## src/verilog/adcr_defines.vh

```
// Register offsets, field layout and reset values of the drive config bank
`ifndef ADCR_DEFINES_VH
`define ADCR_DEFINES_VH

`define ADCR_ADDR_W              8

`define ADCR_OFS_PERIOD_HIGH     8'h0A
`define ADCR_OFS_PERIOD_LOW      8'h0B
`define ADCR_OFS_NOMINAL_VOLT    8'h0C
`define ADCR_OFS_ABS_VOLT        8'h0D
`define ADCR_OFS_MAX_CURRENT     8'h0E
`define ADCR_OFS_SCALE_HIGH      8'h0F
`define ADCR_OFS_SCALE_LOW       8'h10

`define ADCR_RST_PERIOD_HIGH     8'h21
`define ADCR_RST_PERIOD_LOW      7'h4F
`define ADCR_RST_NOMINAL_VOLT    8'h5A
`define ADCR_RST_ABS_VOLT        8'h78
`define ADCR_RST_MAX_CURRENT     5'h17
`define ADCR_RST_SCALE_HIGH      8'h01
`define ADCR_RST_SCALE_LOW       8'h0D

`define ADCR_PERIOD_LOW_W        7
`define ADCR_PERIOD_W            15
`define ADCR_MAX_CURRENT_W       5
`define ADCR_SCALE_W             16

`endif

```

## src/verilog/adcr_regs.v

```verilog
// Actuator drive configuration registers and their drive-side outputs
`timescale 1ns/1ps
`default_nettype none
`include "adcr_defines.vh"

// Operation
// (RL1) Period value is 128 times upper plus lower
// (RL2) Programmed period is the initial drive period
// (RL3) Period resets to 0x21 / 0x4F, 174 Hz
// (RL4) Nominal voltage code, 23.4 mV steps, reset 0x5A
// (RL5) Acceleration on: nominal voltage is full scale
// (RL6) Absolute limit code, 23.4 mV steps, reset 0x78
// (RL7) Acceleration on: overdrive clamped to absolute limit
// (RL8) Acceleration off: absolute limit is full scale
// (RL9) Max current in bits 4:0, reset 0x17
// (RL10) Scale factor is upper and lower byte concatenated
// (RL11) Scale upper byte resets to 0x01
// (RL12) Scale lower byte at next offset, reset 0x0D
module adcr_regs (
	input  wire                          ref_clk,
	input  wire                          rst,
	input  wire [`ADCR_ADDR_W-1:0]       reg_addr,
	input  wire                          reg_wr_en,
	input  wire [7:0]                    reg_wdata,
	input  wire                          reg_rd_en,
	output reg  [7:0]                    reg_rdata,
	output reg                           reg_rd_valid,
	output reg                           reg_hit,
	input  wire                          acceleration_en,
	input  wire [7:0]                    sample_in,
	input  wire                          sample_valid,
	input  wire [7:0]                    overdrive_in,
	output reg  [`ADCR_PERIOD_W-1:0]     resonant_period_value,
	output reg                           period_update,
	output reg  [7:0]                    full_scale_level,
	output reg  [7:0]                    scaled_sample,
	output reg                           scaled_valid,
	output reg  [7:0]                    overdrive_level,
	output reg  [`ADCR_MAX_CURRENT_W-1:0] max_current_code,
	output reg  [`ADCR_SCALE_W-1:0]      impedance_scale_value
);

	// ************************************************************
	// Storage
	// ************************************************************
	reg [7:0]                     period_upper_byte;
	reg [`ADCR_PERIOD_LOW_W-1:0]  period_lower_field;
	reg [7:0]                     nominal_voltage_rating;
	reg [7:0]                     absolute_voltage_limit;
	reg [`ADCR_MAX_CURRENT_W-1:0] max_current_rating;
	reg [7:0]                     impedance_scale_upper;
	reg [7:0]                     impedance_scale_lower;

	// ************************************************************
	// Decode
	// ************************************************************
	wire sel_per_h = (reg_addr == `ADCR_OFS_PERIOD_HIGH);
	wire sel_per_l = (reg_addr == `ADCR_OFS_PERIOD_LOW);
	wire sel_nom   = (reg_addr == `ADCR_OFS_NOMINAL_VOLT);
	wire sel_abs   = (reg_addr == `ADCR_OFS_ABS_VOLT);
	wire sel_cur   = (reg_addr == `ADCR_OFS_MAX_CURRENT);
	wire sel_sc_h  = (reg_addr == `ADCR_OFS_SCALE_HIGH);
	wire sel_sc_l  = (reg_addr == `ADCR_OFS_SCALE_LOW);
	wire sel_any   = sel_per_h | sel_per_l | sel_nom | sel_abs |
		sel_cur | sel_sc_h | sel_sc_l;

	// ************************************************************
	// Register writes
	// ************************************************************
	always @(posedge ref_clk or posedge rst) begin
		if (rst) begin
			period_upper_byte      <= `ADCR_RST_PERIOD_HIGH; // RL3
			period_lower_field     <= `ADCR_RST_PERIOD_LOW; // RL3
			nominal_voltage_rating <= `ADCR_RST_NOMINAL_VOLT; // RL4
			absolute_voltage_limit <= `ADCR_RST_ABS_VOLT; // RL6
			max_current_rating     <= `ADCR_RST_MAX_CURRENT; // RL9
			impedance_scale_upper  <= `ADCR_RST_SCALE_HIGH; // RL11
			impedance_scale_lower  <= `ADCR_RST_SCALE_LOW; // RL12
		end else if (reg_wr_en) begin
			if (sel_per_h) begin
				period_upper_byte <= reg_wdata;
			end
			if (sel_per_l) begin
				period_lower_field <= reg_wdata[`ADCR_PERIOD_LOW_W-1:0];
			end
			if (sel_nom) begin
				nominal_voltage_rating <= reg_wdata; // RL4
			end
			if (sel_abs) begin
				absolute_voltage_limit <= reg_wdata; // RL6
			end
			if (sel_cur) begin
				max_current_rating <=
					reg_wdata[`ADCR_MAX_CURRENT_W-1:0]; // RL9
			end
			if (sel_sc_h) begin
				impedance_scale_upper <= reg_wdata; // RL11
			end
			if (sel_sc_l) begin
				impedance_scale_lower <= reg_wdata; // RL12
			end
		end
	end

	// ************************************************************
	// Register reads
	// ************************************************************
	reg [7:0] next_rdata;

	always @* begin
		next_rdata = 8'h00;
		case (1'h1)
		sel_per_h: next_rdata = period_upper_byte;
		sel_per_l: next_rdata = {1'h0, period_lower_field};
		sel_nom:   next_rdata = nominal_voltage_rating;
		sel_abs:   next_rdata = absolute_voltage_limit;
		sel_cur:   next_rdata = {3'h0, max_current_rating};
		sel_sc_h:  next_rdata = impedance_scale_upper;
		sel_sc_l:  next_rdata = impedance_scale_lower;
		default:   next_rdata = 8'h00;
		endcase
	end

	// Valid follows the read strobe one cycle later; data and hit hold until the next read
	always @(posedge ref_clk or posedge rst) begin
		if (rst) begin
			reg_rd_valid <= 1'h0;
		end else begin
			reg_rd_valid <= reg_rd_en;
		end
	end

	// Unmapped offsets answer zero with reg_hit low
	always @(posedge ref_clk or posedge rst) begin
		if (rst) begin
			reg_rdata <= 8'h00;
			reg_hit   <= 1'h0;
		end else if (reg_rd_en) begin
			reg_rdata <= next_rdata;
			reg_hit   <= sel_any;
		end
	end

	// ************************************************************
	// Derived configuration values
	// ************************************************************
	// Upper byte shifted by seven is the same as times 128
	wire [`ADCR_PERIOD_W-1:0] next_period =
		{period_upper_byte, period_lower_field}; // RL1

	// Mode picks which voltage code means full scale
	wire [7:0] next_full_scale = acceleration_en ?
		nominal_voltage_rating : // RL5
		absolute_voltage_limit; // RL8

	// A period write reaches storage one edge before the period output
	// follows it, so the restart strobe is delayed to stand with it
	reg period_written;

	always @(posedge ref_clk or posedge rst) begin
		if (rst) begin
			period_written        <= 1'h0;
			resonant_period_value <= {`ADCR_RST_PERIOD_HIGH,
				`ADCR_RST_PERIOD_LOW};
			// Reset counts as a restart from the default period
			period_update         <= 1'h1;
		end else begin
			period_written <= reg_wr_en & (sel_per_h | sel_per_l);
			resonant_period_value <= next_period; // RL2
			// Tells the tracking loop to restart from the new period
			period_update         <= period_written; // RL2
		end
	end

	// ************************************************************
	// Voltage, current and impedance scale outputs
	// ************************************************************
	always @(posedge ref_clk or posedge rst) begin
		if (rst) begin
			// Absolute limit is the safe full scale before mode is known
			full_scale_level      <= `ADCR_RST_ABS_VOLT;
			max_current_code      <= `ADCR_RST_MAX_CURRENT;
			impedance_scale_value <= {`ADCR_RST_SCALE_HIGH,
				`ADCR_RST_SCALE_LOW};
		end else begin
			full_scale_level      <= next_full_scale; // RL5 RL8
			max_current_code      <= max_current_rating; // RL9
			impedance_scale_value <= {impedance_scale_upper,
				impedance_scale_lower}; // RL10
		end
	end

	// ************************************************************
	// Sample scaling and overdrive clamp
	// ************************************************************
	// Truncating the product keeps a 0xFF sample one step under full
	// scale; cheaper than a true divide by 255
	wire [15:0] sample_product = sample_in * next_full_scale;

	wire [7:0] next_overdrive =
		(acceleration_en && (overdrive_in > absolute_voltage_limit)) ?
		absolute_voltage_limit : overdrive_in; // RL7

	always @(posedge ref_clk or posedge rst) begin
		if (rst) begin
			scaled_sample <= 8'h00;
			scaled_valid  <= 1'h0;
		end else begin
			scaled_valid <= sample_valid; // RL5 RL8
			if (sample_valid) begin
				scaled_sample <= sample_product[15:8]; // RL5 RL8
			end
		end
	end

	always @(posedge ref_clk or posedge rst) begin
		if (rst) begin
			overdrive_level <= 8'h00;
		end else begin
			overdrive_level <= next_overdrive; // RL7
		end
	end

endmodule
`default_nettype wire

```

## config.mk

```make
export PLATFORM = sky130hd
export DESIGN_NAME = adcr_regs
export DESIGN_NICKNAME = d
export VERILOG_FILES = /design/src/verilog/adcr_regs.v
export VERILOG_INCLUDE_DIRS = /design/src /design/src/verilog
export SDC_FILE = /design/constraint.sdc
export NUM_CORES = 1
export LEC_CHECK = 0
export BUFFER_PORTS_ARGS = -buffer_cell sky130_fd_sc_hd__clkbuf_2
export CORE_MARGIN = 2
export CORE_UTILIZATION = 45
export CTS_BUF_LIST = sky130_fd_sc_hd__clkbuf_4 sky130_fd_sc_hd__clkbuf_8
export DETAILED_ROUTE_END_ITERATION = 16
export GPL_ROUTABILITY_DRIVEN = 0
export PLACE_DENSITY = 0.72
export SLEW_MARGIN = 20
export SYNTH_ARGS = -nofsm -noshare
export SYNTH_HDL_FRONTEND = slang
export SYNTH_SLANG_ARGS = --single-unit
```

## constraint.sdc

```tcl
create_clock -name ref_clk -period 6.75 [get_ports ref_clk]
set_input_delay 0 -clock ref_clk [delete_from_list [all_inputs] [get_ports ref_clk]]
set_output_delay 0 -clock ref_clk [all_outputs]
set_load 0.01 [all_outputs]
```

; Yosys cells after proc, flatten, opt, wreduce, memory -nomap -nowiden
; Cells that the tools add are included.
[word_totals]
reg_bits = 125
output_inout_bits = 72
word_cells = 52
inputBits = 38
[classes]
n_reduce_logical = 8
bitwise = 7
n_eq_ne = 7
order_cmp = 1
n_mul = 1
mux = 9
[op_table]
columns = op, n
row1 = $mux W8, 9
row2 = $eq A8 B4 Y1 const B, 6
row3 = $mul A8 B8 Y16, 1
row4 = $reduce_and A2 Y1, 7
row5 = $eq A8 B5 Y1 const B, 1
row6 = $gt A8 B8 Y1, 1
row7 = $or A1 B1 Y1, 6
row8 = $and A1 B1 Y1, 1
row9 = $logic_and A1 B1 Y1, 1

; Longest topological paths before layout
[depth]
ltp_word = 8
depth_mapped = 20
ltp_nobuf = 18

; Worst setup path before layout
; OpenSTA, ideal clock, no wires.
[synth_path]
path_kind = register to register
from = register absolute_voltage_limit[6]
to = register scaled_sample[4]
period_less_slack_ps = 4757
setup_slack_ps = 1993
arrival_time_ps = 4620
t_required_ps = 6613
setup_ps = 137
path_buffers = 0
path_stages_with_launch = 17
path_cell_list = dfstp_2 -> inv_1 -> o21ai_1 -> and2_1 -> fa_1 -> fa_1 -> fa_1 -> inv_1 -> fa_1 -> inv_1 -> ha_1 -> o21ai_0 -> o32ai_1 -> a21oi_1 -> mux2_2 -> xnor2_1 -> a21oi_1
[synth_between]
elab_chain_cells = 2
[synth_lines]
columns = element, line_no
row1 = start: declaration, adcr_regs.v:49  ; reg [7:0] absolute_voltage_limit;
row2 = start signal: assignment, adcr_regs.v:75  ; absolute_voltage_limit <= `ADCR_RST_ABS_VOLT;
row3 = start signal: assignment, adcr_regs.v:90  ; absolute_voltage_limit <= reg_wdata;
row4 = $mux W8, adcr_regs.v:152  ; wire [7:0] next_full_scale = acceleration_en ?
row5 = named net next_full_scale[6], adcr_regs.v:152
row6 = $mul A8 B8 Y16, adcr_regs.v:198  ; wire [15:0] sample_product = sample_in * next_full_scale;
row7 = end signal: assignment, adcr_regs.v:211  ; scaled_sample <= sample_product[15:8];
row8 = end: declaration, adcr_regs.v:36  ; output reg [7:0] scaled_sample,
; The timed path passes the listed nets, and every way through them passes these cells.
; A chain may end at the register's enable or synchronous reset.

; Worst setup path in the final report
[layout_path]
from = register absolute_voltage_limit[5]
to = register scaled_sample[5]
; Same word-level chain as after synthesis.

==> impl_metrics.tcl <==
set metrics [dict create \
    ir_drop_v 0.000141 \
    clkSinkCount 125 \
    hpwl_um 12000 \
    vias_per_cell 5.31 \
    fin_nets 841 \
    wl_per_cell_um 17.3 \
    fin_skew_ns 0.0129 \
    rsz0062_at_grt "false" \
    holdCritPathClass "input pin to register" \
    cts-root-buf "clkbuf_8" \
    synthTopCellsByArea "dfrtp_1 (29%), dfstp_2 (16%), mux2_2 (11%)" \
    fin_crit_ns 5.47 \
    route.detailed.drc 0 \
    yosysSeqAreaShare 0.457 \
    cp-end-kind "register" \
    final_hold_viol_count 0 \
    worst_pin_slew_ns 0.839 \
    initial_utilization 0.460 \
    pin_count 110 \
    grt_max_degree 68 \
    outcome "finished clean" \
    drive_gt1_frac 0.353 \
    period_share 0.810 \
    portBuffers 109 \
    grt_pass1_wl_um 26400 \
    yosysUniqueCellTypes 54 \
    tritoncts "done" \
    drt_iter0_drc 302 \
    clock_latency_ns 0.45 \
    postSynthAreaPerCell_sq_um 11.8 \
    fmax_mhz 183 \
    worstSetupStartpoint "absolute_voltage_limit[5]" \
    synthFlopType "dfrtp_1" \
    die_y_um 128 \
    overflow 0 \
    layout_commonest_cell "clkbuf_2" \
    die_area_sq_mm 0.0165 \
    p_leak_nw 4.19 \
    cts.htree.levels 4 \
    synthesis.instances 592 \
    syn-num-nets 706 \
    antenna_found_initial 0 \
    synth_edf_count 0 \
    finalSetupViolCount 0 \
    synth_top_area_cell "dfrtp_1" \
    synth_top_area_frac 0.295 \
    cts_made_buffers 17 \
    rows 45 \
    slew_headroom 0.425 \
    diodes 0 \
    async_flop_share 1.00 \
    drv_cap 0 \
    yosysWarnings 0 \
    area_delta_synth_final_pct 19.0 \
    drv_slew 0 \
    holdCritStartpoint "reg_addr[2]" \
    crit_fanout 9 \
    track_usage 0.207 \
    cp_data_arrival_time_ns 5.80 \
    final_cell_mix "clkbuf_2 (109), dfrtp_1 (82), mux2_2 (66), inv_1 (58), dfstp_2 (43)" \
    fin_tns_setup_ns 0 \
    final_antenna_net_count 0 \
    clk_pin_slew_worst_paths_ns 0.07 \
    worstReg2RegStart "absolute_voltage_limit[5]" \
    dr.pass1.iters 4 \
    p_per_area_mw_per_mm2 204 \
    cp-start-kind "register" \
    worstSetupPathType "register to register" \
    clockBufferDepth 2 \
    cp.required_ns 7.08 \
    core_sq_mm 0.0151 \
    num_vias 4926 \
    postRouteWirelength_um 16000 \
    postCtsSetupBuffers 0 \
    die_w_um 128 \
    grt_pass1_vias 5216 \
    yosys_register_bits 125 \
    syn-cell-area_sq_mm 0.00696 \
    hold_ws_ns 0.0577 \
]
-- worst max-delay path, cell delays in order, from the launching register on --
cell and delay [ns]:
dfstp_2 0.56, inv_1 0.07, o21ai_1 0.55, and2_1 0.23
fa_1 0.45, fa_1 0.54, fa_1 0.55, inv_1 0.06
fa_1 0.52, inv_1 0.04, ha_1 0.34, o21ai_0 0.28
o32ai_1 0.12, a21oi_1 0.38, o21ai_0 0.21, xor2_1 0.17
mux2_2 0.27
-- stage by stage --
step	utilization	instances	cell area [sq um]	setup WS [ns]	total power, mW
2_1_floorplan	-	592	6960	1.99	0.973
3_3_place_gp	0.509	876	7700	1.62	1.05
3_5_place_dp	0.509	876	7700	1.31	1.06
4_1_cts	0.547	928	8290	1.29	1.71
5_1_grt	0.547	928	8290	1.01	1.77
6_report	0.547	928	8290	1.28	1.69
-- routing by layer --
| layer | up-vias | global-route usage | wire (um) |
|---|---|---|---|
| li1 | 2301 | - | - |
| met1 | 2476 | 0.282 | 7490 |
| met2 | 122 | 0.321 | 7410 |
| met3 | 27 | 0.0570 | 876 |
| met4 | 0 | 0.0698 | 265 |
| met5 | - | 0 | 0 |
-- cell families (layout without fill, tap and decap cells) --
family | count (synthesis) | in the layout | share of synthesized area
buffers and inverters | 73 | 221 | 0.0393
muxes | 81 | 81 | 0.128
AOI/OAI and AO/OA | 78 | 78 | 0.0720
and+or+nand+nor | 154 | 154 | 0.123
adders and majority gates | 76 | 76 | 0.174
xor gates and xnor gates | 5 | 5 | 0.00629
DFF | 125 | 125 | 0.457
-- what timing repair did --
action,in CTS,in global routing
endpoints found under the hold margin,113,0
hold buffers,20,0
gates resized for setup,0,0
-- flip-flops by register name, summed over array words and instances, names as in the netlist, 8 cells and up --
name                    count
impedance_scale_value      16
resonant_period_value      15
absolute_voltage_limit      8
full_scale_level            8
impedance_scale_lower       8
impedance_scale_upper       8
nominal_voltage_rating      8
overdrive_level             8
period_upper_byte           8
reg_rdata                   8
scaled_sample               8
-- power by group --
group / total [mW] / leakage (nW) / switching, mW / internal [mW]
clock: 0.634 / 0.189 / 0.321 / 0.313
sequential: 0.822 / 1.54 / 0.0238 / 0.798
combinational: 0.236 / 2.46 / 0.137 / 0.0993
total: 1.69 / 4.19 / 0.482 / 1.21
-- path summary, 6_finish.rpt --
path	cells after the start	slack (ns)	endpoint
min in group asynchronous	3	0.22	scaled_sample[5]
max in group asynchronous	4	5.23	overdrive_level[3]
min reg2reg	0	0.38	resonant_period_value[3]
max reg2reg	16	1.28	scaled_sample[5]
min	4	0.06	reg_rdata[7]
max	16	1.28	scaled_sample[5]
-- Yosys cell counts (all sizes together) (15+ instances only) --
library cell,instances
mux2,66
dfrtp,82
and2,19
o21ai,21
mux2i,15
nor2,32
nor2b,31
dfstp,43
a21oi,19
ha,41
fa,35
nand2,24
inv,59
-- layout make-up --
| type | instances | area (sq um) |
|---|---|---|
| Clock buffer | 19 | 255 |
| Clock inverter | 13 | 130 |
| Fill cell | 1283 | 6860 |
| Inverter | 59 | 224 |
| Multi-Input combinational cell | 394 | 3510 |
| Sequential cell | 125 | 3180 |
| Tap cell | 188 | 235 |
| Timing Repair Buffer | 130 | 753 |
Note: power is estimated with default switching activity, not from simulation.
